<file path="config.mk">
export PLATFORM = sky130hd
export DESIGN_NAME = ext_mem_bus
export DESIGN_NICKNAME = d
export VERILOG_FILES = /design/src/rtl/ext_bus_pkg.sv /design/src/rtl/ext_mem_bus.sv
export SDC_FILE = /design/constraint.sdc
export NUM_CORES = 1
export LEC_CHECK = 0
export ABC_AREA = 1
export BUFFER_PORTS_ARGS = -buffer_cell sky130_fd_sc_hd__buf_2
export CORE_MARGIN = 2
export CORE_UTILIZATION = 30
export DETAILED_ROUTE_END_ITERATION = 10
export SLEW_MARGIN = 20
export SYNTH_ARGS = -nofsm -noshare
export SYNTH_HDL_FRONTEND = slang
export SYNTH_SLANG_ARGS = --single-unit
export TNS_END_PERCENT = 50
</file>
<file path="constraint.sdc">
create_clock -name SYS_CLK -period 1.65 [get_ports SYS_CLK]
set_clock_uncertainty 0.2 [all_clocks]
set_input_delay 0.165 -clock SYS_CLK [delete_from_list [all_inputs] [get_ports SYS_CLK]]
set_output_delay 0.165 -clock SYS_CLK [all_outputs]
set_load 0.005 [all_outputs]
</file>
<file path="src/rtl/ext_bus_pkg.sv">
package ext_bus_pkg;
	// Register byte offsets
	localparam logic [7:0] OFS_BUS_CTRL = 8'h00;
	localparam logic [7:0] OFS_PULLUP = 8'h04;
	localparam logic [7:0] OFS_CONFIG = 8'h08;
	localparam logic [7:0] OFS_STATUS = 8'h0C;
	// bus_control_reg fields
	localparam int BUS_DISABLE_BIT = 7;
	localparam int WAIT_LSB = 4;
	localparam int WM_LSB = 0;
	localparam logic [7:0] BUS_CTRL_WMASK = 8'hB3;
	localparam logic [7:0] BUS_CTRL_RST = 8'h00;
	// Pull-up control fields
	localparam int PU_LOW_BIT = 7;
	localparam int PU_HIGH_BIT = 6;
	localparam int PU_CTRL_BIT = 5;
	localparam logic [7:0] PULLUP_WMASK = 8'hE0;
	localparam logic [7:0] PULLUP_RST = 8'h00;
	// Configuration fields
	localparam int CFG_SHIFT_BIT = 0;
	localparam int CFG_WAIT_EN_BIT = 1;
	localparam int CFG_WIDE_BIT = 2;
	localparam int CFG_AW_LSB = 4;
	localparam logic [7:0] CFG_WMASK = 8'h37;
	localparam logic [7:0] CONFIG_RST = 8'h04;
	// Status fields
	localparam int ST_OWNS_BIT = 0;
	localparam int ST_BUSY_BIT = 1;
	localparam int ST_DIS_EFF_BIT = 2;
	localparam int ST_EXEC_EXT_BIT = 3;
	// Address width / program memory mode
	localparam logic [1:0] AW_SINGLE = 2'b00;
	localparam logic [1:0] AW_16 = 2'b01;
	localparam logic [1:0] AW_12 = 2'b10;
	localparam logic [1:0] AW_20 = 2'b11;
	localparam logic [19:0] MASK_12 = 20'h00FFF;
	localparam logic [19:0] MASK_16 = 20'h0FFFF;
	localparam logic [19:0] MASK_20 = 20'hFFFFF;
	// Write modes and wait encoding
	localparam logic [1:0] WM_BYTE_WRITE = 2'b00;
	localparam logic [1:0] WM_BYTE_SELECT = 2'b01;
	localparam logic [1:0] WAIT_NONE = 2'b11;
	// Request kinds
	localparam logic [1:0] KIND_FETCH = 2'h0;
	localparam logic [1:0] KIND_READ = 2'h1;
	localparam logic [1:0] KIND_WRITE = 2'h2;
	// Timing and AHB transfer size
	localparam int CLK_PERIOD_NS = 10;
	localparam int TCY_NS = 40;
	localparam int TCY_CLKS = TCY_NS / CLK_PERIOD_NS;
	localparam logic [2:0] HSIZE_WORD = 3'h2;
endpackage

</file>
<file path="src/rtl/ext_mem_bus.sv">
// Decided for this implementation: the AHB-Lite interface to the registers and the placing of the registers.
`timescale 1ns/1ps
module ext_mem_bus #(
	parameter int CLKS_PER_TCY = ext_bus_pkg::TCY_CLKS,
	parameter logic [20:0] INT_MEM_BYTES = 21'h020000
) (
	// Clock and reset
	input wire logic SYS_CLK,
	input wire logic ARST_N,
	// AHB-Lite slave
	input wire logic HSEL,
	input wire logic [31:0] HADDR,
	input wire logic [1:0] HTRANS,
	input wire logic HWRITE,
	input wire logic [2:0] HSIZE,
	input wire logic [31:0] HWDATA,
	input wire logic HREADY,
	output logic [31:0] HRDATA,
	output logic HREADYOUT,
	output logic HRESP,
	// Core request side
	input wire logic REQ_VALID,
	input wire logic [1:0] REQ_KIND,
	input wire logic [20:0] REQ_ADDR,
	input wire logic [7:0] REQ_TABLE_LATCH,
	input wire logic EXEC_EXTERNAL,
	input wire logic SLEEP,
	output logic REQ_READY,
	output logic REQ_DONE,
	output logic [15:0] REQ_RDATA,
	// Address/data and upper address pins
	input wire logic [15:0] AD_IN,
	output logic [15:0] AD_OUT,
	output logic [15:0] AD_OE_N,
	output logic [3:0] UPPER_ADDR_OUT,
	output logic [3:0] UPPER_ADDR_OE_N,
	// Control pins
	output logic ALE,
	output logic OUTPUT_ENABLE_N,
	output logic WRITE_LOW_N,
	output logic WRITE_HIGH_N,
	output logic BYTE_ADDRESS_LSB,
	output logic CHIP_SELECT_N,
	output logic LOWER_BYTE_SELECT_N,
	output logic UPPER_BYTE_SELECT_N,
	// Pin ownership and pull-ups towards the port logic
	output logic [19:0] BUS_OWNS_ADDR_PINS,
	output logic BUS_OWNS_CTRL_PINS,
	output logic LOW_BUS_PORT_PULLUP_EN,
	output logic HIGH_BUS_PORT_PULLUP_EN,
	output logic CONTROL_PORT_PULLUP_EN
);
	typedef enum logic [2:0] {ST_IDLE, ST_ADDR, ST_DATA, ST_WAIT, ST_DONE} state_e;

	state_e state_reg;
	logic [7:0] bus_control_reg, pullup_reg, config_reg;
	logic [7:0] ahb_addr_reg;
	logic ahb_wr_reg;
	logic [31:0] rd_value;
	logic [$clog2(CLKS_PER_TCY+1)-1:0] div_reg;
	logic tick;
	logic [1:0] kind_reg;
	logic [20:0] addr_reg, bus_addr;
	logic [7:0] latch_reg, holding_reg;
	logic [1:0] wait_left_reg;
	logic dis_eff_reg;
	logic [15:0] sync1_reg, sync2_reg, sync3_reg, ad_filt_reg, ad_agree;
	logic ext_mode, wide, owns;
	logic [1:0] aw, wm;
	logic [19:0] aw_mask;
	logic is_write, word_write;

	function automatic logic [19:0] width_mask(input logic [1:0] mode);
		case (mode)
			ext_bus_pkg::AW_12: width_mask = ext_bus_pkg::MASK_12;
			ext_bus_pkg::AW_16: width_mask = ext_bus_pkg::MASK_16;
			ext_bus_pkg::AW_20: width_mask = ext_bus_pkg::MASK_20;
			default: width_mask = '0;
		endcase
	endfunction

	assign aw = config_reg[ext_bus_pkg::CFG_AW_LSB +: 2];
	assign wide = config_reg[ext_bus_pkg::CFG_WIDE_BIT];
	assign wm = bus_control_reg[ext_bus_pkg::WM_LSB +: 2];
	assign ext_mode = (aw != ext_bus_pkg::AW_SINGLE);
	assign aw_mask = width_mask(aw);
	assign is_write = (kind_reg == ext_bus_pkg::KIND_WRITE);
	assign word_write = wide && wm[1];
	// Bus holds pins while accessing or when not disabled; never in single-chip
	assign owns = ext_mode && (state_reg != ST_IDLE || !dis_eff_reg);
	// Shift so the first external location appears at zero
	assign bus_addr = config_reg[ext_bus_pkg::CFG_SHIFT_BIT] ? addr_reg - INT_MEM_BYTES
		: addr_reg;
	assign tick = (div_reg == '0);
	// A pad bit is taken once the last two stages agree
	assign ad_agree = (sync3_reg & ~(sync2_reg ^ sync3_reg))
		| (ad_filt_reg & (sync2_reg ^ sync3_reg));

	// AHB-Lite address phase capture; single cycle answer, always OKAY
	always_ff @(posedge SYS_CLK or negedge ARST_N) begin
		if (!ARST_N) begin
			ahb_addr_reg <= '0;
			ahb_wr_reg <= 1'b0;
			HREADYOUT <= 1'b0;
			HRESP <= 1'b0;
		end else begin
			HREADYOUT <= 1'b1;
			HRESP <= 1'b0;
			if (HREADY) begin
				ahb_addr_reg <= HADDR[7:0];
				ahb_wr_reg <= HSEL && HTRANS[1] && HWRITE && HSIZE == ext_bus_pkg::HSIZE_WORD;
			end
		end
	end

	always_comb begin
		rd_value = '0;
		case (HADDR[7:0])
			ext_bus_pkg::OFS_BUS_CTRL: rd_value[7:0] = bus_control_reg;
			ext_bus_pkg::OFS_PULLUP: rd_value[7:0] = pullup_reg;
			ext_bus_pkg::OFS_CONFIG: rd_value[7:0] = config_reg;
			ext_bus_pkg::OFS_STATUS: begin
				rd_value[ext_bus_pkg::ST_OWNS_BIT] = owns;
				rd_value[ext_bus_pkg::ST_BUSY_BIT] = (state_reg != ST_IDLE);
				rd_value[ext_bus_pkg::ST_DIS_EFF_BIT] = dis_eff_reg;
				rd_value[ext_bus_pkg::ST_EXEC_EXT_BIT] = EXEC_EXTERNAL;
			end
			default: rd_value = '0;
		endcase
	end

	// Registered at the address phase so it stands for the whole data phase
	always_ff @(posedge SYS_CLK or negedge ARST_N) begin
		if (!ARST_N) begin
			HRDATA <= '0;
		end else if (HREADY && HSEL && HTRANS[1] && !HWRITE) begin
			HRDATA <= rd_value;
		end
	end

	// Register writes
	always_ff @(posedge SYS_CLK or negedge ARST_N) begin
		if (!ARST_N) begin
			bus_control_reg <= ext_bus_pkg::BUS_CTRL_RST;
			pullup_reg <= ext_bus_pkg::PULLUP_RST;
			config_reg <= ext_bus_pkg::CONFIG_RST;
		end else if (ahb_wr_reg) begin
			case (ahb_addr_reg)
				ext_bus_pkg::OFS_BUS_CTRL: begin
					if (ext_mode) begin
						bus_control_reg <= HWDATA[7:0] & ext_bus_pkg::BUS_CTRL_WMASK;
					end
				end
				ext_bus_pkg::OFS_PULLUP: pullup_reg <= HWDATA[7:0] & ext_bus_pkg::PULLUP_WMASK;
				ext_bus_pkg::OFS_CONFIG: config_reg <= HWDATA[7:0] & ext_bus_pkg::CFG_WMASK;
				default: ;
			endcase
		end
	end

	// Pull-up enables towards the port pads
	always_ff @(posedge SYS_CLK or negedge ARST_N) begin
		if (!ARST_N) begin
			LOW_BUS_PORT_PULLUP_EN <= 1'b0;
			HIGH_BUS_PORT_PULLUP_EN <= 1'b0;
			CONTROL_PORT_PULLUP_EN <= 1'b0;
		end else begin
			LOW_BUS_PORT_PULLUP_EN <= pullup_reg[ext_bus_pkg::PU_LOW_BIT];
			HIGH_BUS_PORT_PULLUP_EN <= pullup_reg[ext_bus_pkg::PU_HIGH_BIT];
			CONTROL_PORT_PULLUP_EN <= pullup_reg[ext_bus_pkg::PU_CTRL_BIT];
		end
	end

	// Disable takes effect only once execution is back in internal memory
	always_ff @(posedge SYS_CLK or negedge ARST_N) begin
		if (!ARST_N) begin
			dis_eff_reg <= 1'b0;
		end else if (!EXEC_EXTERNAL) begin
			dis_eff_reg <= bus_control_reg[ext_bus_pkg::BUS_DISABLE_BIT];
		end
	end

	// Instruction cycle enable
	always_ff @(posedge SYS_CLK or negedge ARST_N) begin
		if (!ARST_N) begin
			div_reg <= '0;
		end else if (tick) begin
			div_reg <= ($clog2(CLKS_PER_TCY+1))'(CLKS_PER_TCY - 1);
		end else begin
			div_reg <= div_reg - 1'b1;
		end
	end

	// Pad inputs: three stages, value taken once the last two agree
	always_ff @(posedge SYS_CLK or negedge ARST_N) begin
		if (!ARST_N) begin
			sync1_reg <= '0;
			sync2_reg <= '0;
			sync3_reg <= '0;
			ad_filt_reg <= '0;
		end else begin
			sync1_reg <= AD_IN;
			sync2_reg <= sync1_reg;
			sync3_reg <= sync2_reg;
			ad_filt_reg <= ad_agree;
		end
	end

	// Access sequencer: address phase runs to the next tick, data and each wait phase one instruction cycle
	always_ff @(posedge SYS_CLK or negedge ARST_N) begin
		if (!ARST_N) begin
			state_reg <= ST_IDLE;
			kind_reg <= ext_bus_pkg::KIND_FETCH;
			addr_reg <= '0;
			latch_reg <= '0;
			holding_reg <= '0;
			wait_left_reg <= '0;
			REQ_READY <= 1'b0;
			REQ_DONE <= 1'b0;
			REQ_RDATA <= '0;
		end else begin
			REQ_DONE <= 1'b0;
			case (state_reg)
				ST_IDLE: begin
					REQ_READY <= ext_mode && !SLEEP;
					if (REQ_VALID && REQ_READY) begin
						REQ_READY <= 1'b0;
						kind_reg <= REQ_KIND;
						addr_reg <= REQ_ADDR;
						latch_reg <= REQ_TABLE_LATCH;
						state_reg <= ST_ADDR;
					end
				end
				ST_ADDR: begin
					if (tick) begin
						// Waits follow table operations only
						if (config_reg[ext_bus_pkg::CFG_WAIT_EN_BIT]
							&& kind_reg != ext_bus_pkg::KIND_FETCH) begin
							wait_left_reg <= ext_bus_pkg::WAIT_NONE
								- bus_control_reg[ext_bus_pkg::WAIT_LSB +: 2];
						end else begin
							wait_left_reg <= '0;
						end
						state_reg <= ST_DATA;
					end
				end
				ST_DATA: begin
					if (tick) begin
						state_reg <= (wait_left_reg != '0) ? ST_WAIT : ST_DONE;
					end
				end
				ST_WAIT: begin
					if (tick) begin
						wait_left_reg <= wait_left_reg - 1'b1;
						if (wait_left_reg == 2'd1) begin
							state_reg <= ST_DONE;
						end
					end
				end
				ST_DONE: begin
					// Even word-write half is parked for the odd half
					if (is_write && word_write && !addr_reg[0]) begin
						holding_reg <= latch_reg;
					end
					// Pads lag the strobe by three clocks; needs CLKS_PER_TCY of 4 or more
					if (!is_write) begin
						REQ_RDATA <= wide ? ad_agree : {8'h00, ad_agree[7:0]};
					end
					REQ_DONE <= 1'b1;
					state_reg <= ST_IDLE;
				end
				default: state_reg <= ST_IDLE;
			endcase
		end
	end

	// Pin ownership for the port multiplexers; bus overrides every other user
	always_ff @(posedge SYS_CLK or negedge ARST_N) begin
		if (!ARST_N) begin
			BUS_OWNS_ADDR_PINS <= '0;
			BUS_OWNS_CTRL_PINS <= 1'b0;
		end else begin
			BUS_OWNS_ADDR_PINS <= owns ? aw_mask : '0;
			BUS_OWNS_CTRL_PINS <= owns;
		end
	end

	// Pin drive, registered from the sequencer state
	always_ff @(posedge SYS_CLK or negedge ARST_N) begin
		if (!ARST_N) begin
			AD_OUT <= '0;
			AD_OE_N <= '1;
			UPPER_ADDR_OUT <= '0;
			UPPER_ADDR_OE_N <= '1;
			ALE <= 1'b0;
			OUTPUT_ENABLE_N <= 1'b1;
			WRITE_LOW_N <= 1'b1;
			WRITE_HIGH_N <= 1'b1;
			BYTE_ADDRESS_LSB <= 1'b0;
			CHIP_SELECT_N <= 1'b1;
			LOWER_BYTE_SELECT_N <= 1'b1;
			UPPER_BYTE_SELECT_N <= 1'b1;
		end else begin
			// Idle owned bus: data floats, strobes high, ALE and lsb low
			AD_OE_N <= '1;
			UPPER_ADDR_OE_N <= '1;
			ALE <= 1'b0;
			OUTPUT_ENABLE_N <= 1'b1;
			WRITE_LOW_N <= 1'b1;
			WRITE_HIGH_N <= 1'b1;
			BYTE_ADDRESS_LSB <= 1'b0;
			CHIP_SELECT_N <= 1'b1;
			LOWER_BYTE_SELECT_N <= 1'b1;
			UPPER_BYTE_SELECT_N <= 1'b1;
			case (state_reg)
				ST_ADDR: begin
					ALE <= 1'b1;
					CHIP_SELECT_N <= SLEEP;
					AD_OUT <= bus_addr[16:1];
					UPPER_ADDR_OUT <= bus_addr[20:17];
					AD_OE_N <= ~aw_mask[15:0];
					UPPER_ADDR_OE_N <= ~aw_mask[19:16];
					BYTE_ADDRESS_LSB <= bus_addr[0];
				end
				ST_DATA, ST_WAIT: begin
					CHIP_SELECT_N <= SLEEP;
					BYTE_ADDRESS_LSB <= bus_addr[0];
					if (!is_write) begin
						OUTPUT_ENABLE_N <= 1'b0;
						LOWER_BYTE_SELECT_N <= SLEEP;
						UPPER_BYTE_SELECT_N <= SLEEP || !wide;
					end else if (!wide) begin
						AD_OUT <= {8'h00, latch_reg};
						AD_OE_N <= {8'hFF, 8'h00};
						WRITE_LOW_N <= 1'b0;
					end else if (word_write) begin
						// Even half only loads the holding latch, bus floats
						if (addr_reg[0]) begin
							AD_OUT <= {latch_reg, holding_reg};
							AD_OE_N <= '0;
							WRITE_HIGH_N <= 1'b0;
							LOWER_BYTE_SELECT_N <= SLEEP;
							UPPER_BYTE_SELECT_N <= SLEEP;
						end
					end else begin
						AD_OUT <= {latch_reg, latch_reg};
						AD_OE_N <= '0;
						if (wm == ext_bus_pkg::WM_BYTE_SELECT) begin
							WRITE_HIGH_N <= 1'b0;
							UPPER_BYTE_SELECT_N <= SLEEP || !addr_reg[0];
							LOWER_BYTE_SELECT_N <= SLEEP || addr_reg[0];
						end else begin
							WRITE_HIGH_N <= !addr_reg[0];
							WRITE_LOW_N <= addr_reg[0];
						end
					end
				end
				default: ;
			endcase
		end
	end
endmodule

</file>
**Word level (Yosys, flattened, before mapping)**

Index checks and enable logic that the tools add are counted.

- Logic and storage cells: 175
- Output and inout port bits: 124
- Register bits after elaboration: 233
- Input bits: 124

- Add/sub/neg operators: 4
- Equal/unequal tests: 23
- Reduce and logical (&&, ||, !) cells: 43
- Bitwise operators: 8
- Mux-type cells: 58

Operators with widths:

| cell | number |
|---|---|
| 2-to-1 mux 16 bit | 9 |
| case mux 16 bit (2 select lines) | 2 |
| case mux 20 bit (3 select lines) | 1 |
| AND 16 bit | 2 |
| inverter 16 bit | 2 |
| 2-to-1 mux 1 bit | 29 |
| equality test 8 x 4 -> 1 bit, second input constant | 3 |
| case mux 4 bit (3 select lines) | 2 |
| 2-to-1 mux 21 bit | 1 |
| 2-to-1 mux 3 bit | 7 |
| subtractor 21 x 18 -> 21 bit, second input constant | 1 |
| 2-to-1 mux 20 bit | 1 |
| equality test 8 x 3 -> 1 bit, second input constant | 2 |
| logical NOT 8 bit | 2 |
| OR 16 bit | 1 |
| XOR 16 bit | 1 |
| logical AND 1 bit | 13 |
| != test 2 bit, second input constant | 6 |
| case mux 3 bit (4 select lines) | 1 |
| AND reduction 2 bit | 5 |
| nonzero test 2 bit | 5 |
| equality test 3 x 2 -> 1 bit, second input constant | 3 |
| AND reduction 3 bit | 3 |
| equality test 2 x 1 -> 1 bit, second input constant | 3 |
| 19 further kinds | 31 |

**Logic depth before layout (Yosys ltp)**

Gate-level depths: netlist (run 1).

- Depth after elaboration: 7
- Depth in mapped cells: 10

**Worst setup path before layout (run 1)**

No wires, ideal clock.

- Path type: flip-flop to flip-flop
- Start point: register config_reg[2]
- End point: register AD_OUT[4]
- Setup slack: 0.062 ns
- Arrival: 1.272 ns
- Stages on the path, launching flop included: 9
- Buffers on the path: 1
- Library setup time: 0.116 ns
- Path through: dfstp_2 nand2_2 nor2_2 nand2_1 nand2_4 inv_4 buf_6 nand2_1 nand2_1

- Cells in the longest elaborated chain, start to end: 5
- Elaborated cells between the ends (all ways): 7
- Those cells by class: eq/ne (1); mux (4); reduce/logical (2)

Ends and longest elaborated chain:

| what | line | text |
|---|---|---|
| start, declared | ext_mem_bus.sv:56 | `logic [7:0] bus_control_reg, pullup_reg, config_reg;` |
| start signal, assigned | ext_mem_bus.sv:146 | `config_reg <= ext_bus_pkg::CONFIG_RST;` |
| start signal, assigned | ext_mem_bus.sv:155 | `ext_bus_pkg::OFS_CONFIG: config_reg <= HWDATA[7:0] & ext_bus_pkg::CFG_WMASK;` |
| logical AND 1 bit | ext_mem_bus.sv:88 | `assign word_write = wide && wm[1];` |
| 2-to-1 mux 16 bit | ext_mem_bus.sv:336 | `end else if (word_write) begin` |
| 2-to-1 mux 16 bit | ext_mem_bus.sv:332 | `end else if (!wide) begin` |
| 2-to-1 mux 16 bit | ext_mem_bus.sv:328 | `if (!is_write) begin` |
| case mux 16 bit (2 select lines) | ext_mem_bus.sv:315 | `case (state_reg)` |
| end signal, assigned | ext_mem_bus.sv:319 | `AD_OUT <= bus_addr[16:1];` |
| end signal, assigned | ext_mem_bus.sv:333 | `AD_OUT <= {8'h00, latch_reg};` |
| end signal, assigned | ext_mem_bus.sv:339 | `AD_OUT <= {latch_reg, holding_reg};` |
| end, declared | ext_mem_bus.sv:33 | `output logic [15:0] AD_OUT,` |

Parallel ways exist; a longest one is shown, timed or not. The select of a mux whose other input is x is not followed.
A chain may end at the register's enable or synchronous reset.

**Worst setup path after layout (run 1)**

- Start point: register config_reg[2]
- End point: register holding_reg[0]

- Cells in the longest elaborated chain, start to end: 4

Ends and longest elaborated chain:

| what | line | text |
|---|---|---|
| logical AND 1 bit | ext_mem_bus.sv:88 |  |
| logical AND 1 bit (2 in series) | ext_mem_bus.sv:262 | `if (is_write && word_write && !addr_reg[0]) begin` |
| AND reduction 2 bit (no source line) | - |  |
| end signal, assigned | ext_mem_bus.sv:263 | `holding_reg <= latch_reg;` |
| end, declared | ext_mem_bus.sv:64 | `logic [7:0] latch_reg, holding_reg;` |

Every way passes these cells.

==> flow_summary.ini, run 1 <==
[synthesis]
synth_flop_cell = dfrtp_1
synth_compound_area_share_pct = 6.41
ys_seq_area_share_pct = 62.6
synth-seq-cells = 200
syn_area_um2 = 8020
synth-simple-area-share_pct = 17.3
ys_top_cells_by_count = nand2_1 (213), dfrtp_1 (189), inv_1 (66), buf_4 (59), nand3_1 (52)
synth-adder-area-share_pct = 2.78
synth.most_common_cell = nand2_1
synth_cell_type_count = 34
synthMuxAreaShare_pct = 0.281
yosys_warnings = 0
synth_xor_area_share_pct = 0.328
synth.area.top_cells = dfrtp_1 (59%), nand2_1 (10%), buf_4 (5.5%), dfstp_2 (3.6%), nand3_1 (3.2%)
synth-edff-count = 0
postSynthCellCount = 809
synth_top_area_share_pct = 59.0
yosysTopAreaCell = dfrtp_1
syn_area_per_cell_um2 = 9.91
synthArstFlopShare_pct = 100
synth_top_family_by_area = simple AND/OR/NAND/NOR gates

[grt]
grt_pass1_vias = 6084
grt_max_degree = 51
met2_usage_pct = 22.5
grtUsageMet1_pct = 18.7
overflow = 0
grt_pass1_wl_mm = 31.0
antenna_found_initial = 1
track_usage_pct = 13.9
top_usage_layer = met2
grt_use_met3_pct = 2.93

[place]
dpl.hpwl_mm = 13.1
pre_cts_slack_ns = 0.0327
finalWeightedCongestion = 0.775
place_area_um2 = 9210
port-buffer-count = 172

[drt]
wl_mm = 19.2
drcViolationCount = 15
wl_per_cell_um = 13.5
viasPerCell = 4.31
drt_iter0_markers = 321
ant_nets = 0
drt-pass1-iter-count = 7
vias = 6103

[floorplan]
dieWidth_um = 167
dieArea_um2 = 28000
start_util_pct = 30.7
pin_count = 248
num_rows = 59
fp.coreArea_um2 = 26100
die_h_um = 167

[clock_network]
numCtsBuffers = 17
clock_latency_ns = 0.43
clock-sinks = 200
cts_tree = yes
cts_buffer_depth = 2
htreeDepth = 4
clk_pin_slew_ns = 0.07
root_buffer = clkbuf_16

[timing]
fmax_ghz = 0.627
hold_viol = 0
setup_ws_ns = 0.0540
rsz0062_at_grt = yes
finalCritPeriodShare_pct = 96.7
drv_slew = 0
setup_viol = 0
finalCriticalPeriod_ns = 1.60
whs_ns = 0.0298

[power]
power_density_nw_per_um2 = 1510
combPwrFrac_pct = 32.7
p_switching_mw = 5.66
p_leak_nw = 5.43
p_int_mw = 10.6
pwr-share-seq_pct = 42.6
clkPwrFrac_pct = 24.7
swShare_pct = 34.8
vdd_drop_max_v = 0.000602

[critical_path]
endpoint_kind = register
critPathMaxFanout = 8
cp.required_ns = 1.76
worstSetupPathType = reg2reg
start_kind = register
r2r_cells = 7
arrival_ns = 1.71

[run]
maxCapViolCount = 0

[cells_and_area]
layout-drive-gt1-share_pct = 27.9
largest_reg_flops = 21
final_area_um2 = 10800
register_area_um2 = 5020
fill_cells = 2575
final_nets = 1196
syn2layout_area_growth_pct = 34.4
multiInputGateArea_um2 = 2350

[status]
outcome = finished, violations left
violations = design-rule violations

[min_path]
hold_class = in2async
## cells in the final DEF, fill, tap and decap left out, drive strengths merged, types with 5 or more instances in the layout
cell type    count
nor2            56
maj3            16
conb            26
dfrtp          189
nand2          218
dlygate4sd3     79
dfstp           11
ha               5
buf            212
inv             77
nand3           54
o21ai           47
clkinv           7
o211ai          12
clkbuf          21
a21oi           30
## final timing paths
| check | startpoint | slack [ns] | end |
|---|---|---|---|
| worst max register to register | config_reg[2] | 0.05 | holding_reg[0] |
| min in group SYS_CLK | HSEL | 0.07 | HRDATA[6] |
| max in group asynchronous | ARST_N | 0.57 | WRITE_LOW_N |
| worst min register to register | sync1_reg[2] | 0.14 | sync2_reg[2] |
| worst min-delay path | ARST_N | 0.03 | REQ_RDATA[2] |
| worst max-delay path | config_reg[2] | 0.05 | holding_reg[0] |
## critical path, cell delays in order (launching register included)
cell	delay, ns
dfstp_2	0.57
nand2_4	0.09
nor2_4	0.14
buf_6	0.11
nand3_4	0.09
clkbuf_16	0.18
nand2_2	0.05
o21ai_1	0.05
## repair_timing
| item | 4_1_cts | 5_1_grt |
|---|---|---|
| endpoints found under the hold margin | 278 | 0 |
| hold buffers | 79 | 0 |
| setup buffers | 0 | 6 |
| gates resized for setup | 0 | 37 |
| endpoints found under the setup margin | 0 | 58 |
## power groups by stage
stage / sequential [mW] / clock (mW) / combinational [mW]
6_report: 6.93 / 4.02 / 5.32
5_1_grt: 7.10 / 4.37 / 6.06
4_1_cts: 6.91 / 4.17 / 5.03
3_5_place_dp: 7.00 / 0 / 4.86
3_3_place_gp: 6.96 / 0 / 4.78
2_1_floorplan: 6.93 / 0 / 3.21
## routing by layer
metal  vias up  part of all wire, %
met5         -                    0
met4         0                  1.5
met3        23                  4.8
met2       149                   47
met1      2914                   47
li1       3017                    -
## through the flow
step	total power, mW	utilization [%]	instances	setup TNS (ns)
floorplan	10.1	-	833	0
global placement	11.7	35.2	1296	0
detailed placement	11.9	35.2	1296	0
CTS	16.1	40.5	1407	0
global route	17.5	41.2	1416	-0.109
finish	16.3	41.2	1416	0
## kinds of logic (layout without fill, tap and decap cells)
| logic type | count (synthesis) | count (layout) |
|---|---|---|
| simple gates | 335 | 335 |
| flops | 200 | 200 |
| buf+inv | 151 | 398 |
| compound gates | 95 | 95 |
| fa+ha+maj | 21 | 21 |
| xor+xnor | 3 | 3 |
| other cells | 2 | 27 |
| mux | 2 | 2 |
## final cells by class
class                      count  area share [%]
inverter                      72            2.62
clock inverter                14            1.24
antenna                        1          0.0232
multi-input combinational    482            21.8
sequential                   200            46.6
clock buffer                  18            4.07
timing repair buffer         294            19.8
tap                          335            3.89
No activity file was read; power rests on OpenSTA's default activity.
==> inputs of run 2 (changes only) <==
==> constraint.sdc (replaced) <==
create_clock -name SYS_CLK -period 1.65 [get_ports SYS_CLK]
set_clock_uncertainty 0.2 [all_clocks]
set_input_delay 0.0825 -clock SYS_CLK [delete_from_list [all_inputs] [get_ports SYS_CLK]]
set_output_delay 0.0825 -clock SYS_CLK [all_outputs]
set_load 0.005 [all_outputs]
==> run 2 against run 1 <==
The flow still finishes with violations (design-rule violations); setup slack better by 0.020 ns; fmax grew 1.2%; hold slack better by 0.058 ns; clock-buffer cell count is 1 lower; global-route usage barely moved; highest routed layer unchanged; die area unchanged; non-clock buffer count down 9; power rose by 0.97%; final cell count down 0.64%; largest cell class unchanged; critical path depth unchanged; wire length is 0.93% lower.
==> flow_summary.ini, run 2 (synthesized netlist as in run 1, its figures left out) <==
[min_path]
holdCritStartpoint = AD_IN[2]
hold_class = in2reg
min_to = sync1_reg[2]
hold_path_depth = 2

[critical_path]
start_kind = register
arrival_ns = 1.68
worstSetupPathType = reg2reg
r2r_cells = 7
timing.rr.start = state_reg[1]
endpoint_kind = register
r2r_setup_slack_ns = 0.07
critPathMaxFanout = 62
r2r_end = addr_reg[6]
cp.required_ns = 1.76

[place]
finalWeightedCongestion = 0.777
pre_cts_slack_ns = 0.0336
dpl.hpwl_mm = 12.9
port-buffer-count = 172
place_inst = 1287

[status]
outcome = finished, violations left
violations = design-rule violations

[power]
combPwrFrac_pct = 31.8
p_leak_nw = 5.38
finalPower_mw = 16.4
vdd_drop_max_v = 0.000521
power_density_nw_per_um2 = 1540
swShare_pct = 34.1
p_switching_mw = 5.60
pwr-share-seq_pct = 42.0
clkPwrFrac_pct = 26.2
p_int_mw = 10.8

[floorplan]
fp.coreArea_um2 = 26100
dieWidth_um = 167
start_util_pct = 30.7
num_rows = 59
dieArea_um2 = 28000
pin_count = 248
die_h_um = 167

[clock_network]
clock_latency_ns = 0.42
clk_pin_slew_ns = 0.08
root_buffer = clkbuf_16
htreeDepth = 4
cts_buffer_depth = 2
cts_tree = yes
numCtsBuffers = 17
clock-sinks = 200

[cells_and_area]
fin_util_pct = 40.9
final_common_cell = nand2_1
largest_reg_flops = 21
finalNonFillerCells = 1407
syn2layout_area_growth_pct = 33.3
final_cell_mix = nand2_1 (207), dfrtp_1 (188), buf_2 (171)
layout-drive-gt1-share_pct = 26.3
final_nets = 1187
fill_cells = 2569

[run]
maxCapViolCount = 0

[timing]
fmax_ghz = 0.634
finalCritPeriodShare_pct = 95.5
drv_slew = 0
setup_ws_ns = 0.0737
hold_viol = 0
final.setup.tns_ns = 0
finalCriticalPeriod_ns = 1.58
setup_viol = 0
rsz0062_at_grt = yes

[drt]
wl_per_cell_um = 13.5
top_layer = met4
drcViolationCount = 30
ant_nets = 0
dr_wl_met3_um = 901
drt-pass1-iter-count = 7
viasPerCell = 4.30
drt_iter0_markers = 399
vias = 6046
wl_met1_mm = 8.88
route.met2.wl_mm = 8.91
wl_mm = 19.0

[grt]
grt_pass1_vias = 5976
antenna_found_initial = 1
track_usage_pct = 13.9
grt_max_degree = 68
grt_pass1_wl_mm = 30.9
overflow = 0
run 2: routing by layer:
metal,up-vias,track usage [%]
met2,141,22.2
met4,0,4.16
li1,2990,-
met1,2895,18.7
met5,-,0
met3,20,3.66
run 2: cell type report:
class / instances / area, µm² / area share (%)
well taps: 335 / 419 / 3.92
repair buffers: 285 / 2040 / 19.1
inverters: 72 / 283 / 2.65
diodes: 2 / 5.00 / 0.0468
clock buffers: 17 / 425 / 3.98
clock inverters: 14 / 181 / 1.70
flip-flops and latches: 200 / 5020 / 47.0
multi-input cells: 482 / 2310 / 21.7
run 2: how the worst max path moves through the flow:
stage	start	endpoint	slack (ns)
3_5_place_dp	state_reg[1]	AD_OUT[1]	0.03
5_1_grt	state_reg[1]	state_reg[0]	-0.002
2_1_floorplan	config_reg[2]	AD_OUT[4]	0.06
6_report	state_reg[1]	addr_reg[6]	0.07
3_3_place_gp	state_reg[1]	latch_reg[7]	0.05
4_1_cts	state_reg[1]	AD_OUT[1]	0.02
run 2: power by group through the flow:
stage	Sequential, mW	Combinational (mW)	Clock, mW
finish	6.89	5.23	4.31
global placement	6.95	4.77	0
floorplan	6.93	3.21	0
CTS	6.90	5.03	4.47
detailed placement	6.99	4.87	0
global route	7.07	5.93	4.70
run 2: repair_timing:
action	in CTS	in global routing
endpoints found under the hold margin	283	0
hold buffers	81	0
resized for setup	0	22
buffers inserted	0	5
endpoints found under the setup margin	0	42
run 2: through the flow:
| stage | area [µm²] | hold slack (ns) |
|---|---|---|
| after floorplan | 8110 | -0.413 |
| after global placement | 9140 | -0.224 |
| after detailed placement | 9140 | -0.229 |
| after CTS | 10600 | 0.0709 |
| after global routing | 10700 | 0.0679 |
| final | 10700 | 0.0876 |
run 2: critical path: stages (launching register included):
cell and delay, ns:
dfrtp_1 0.42, inv_2 0.08, nand2_1 0.07, nor2_2 0.16, nand3_2 0.10, buf_12 0.21, nor2_1 0.14, a21oi_1 0.06
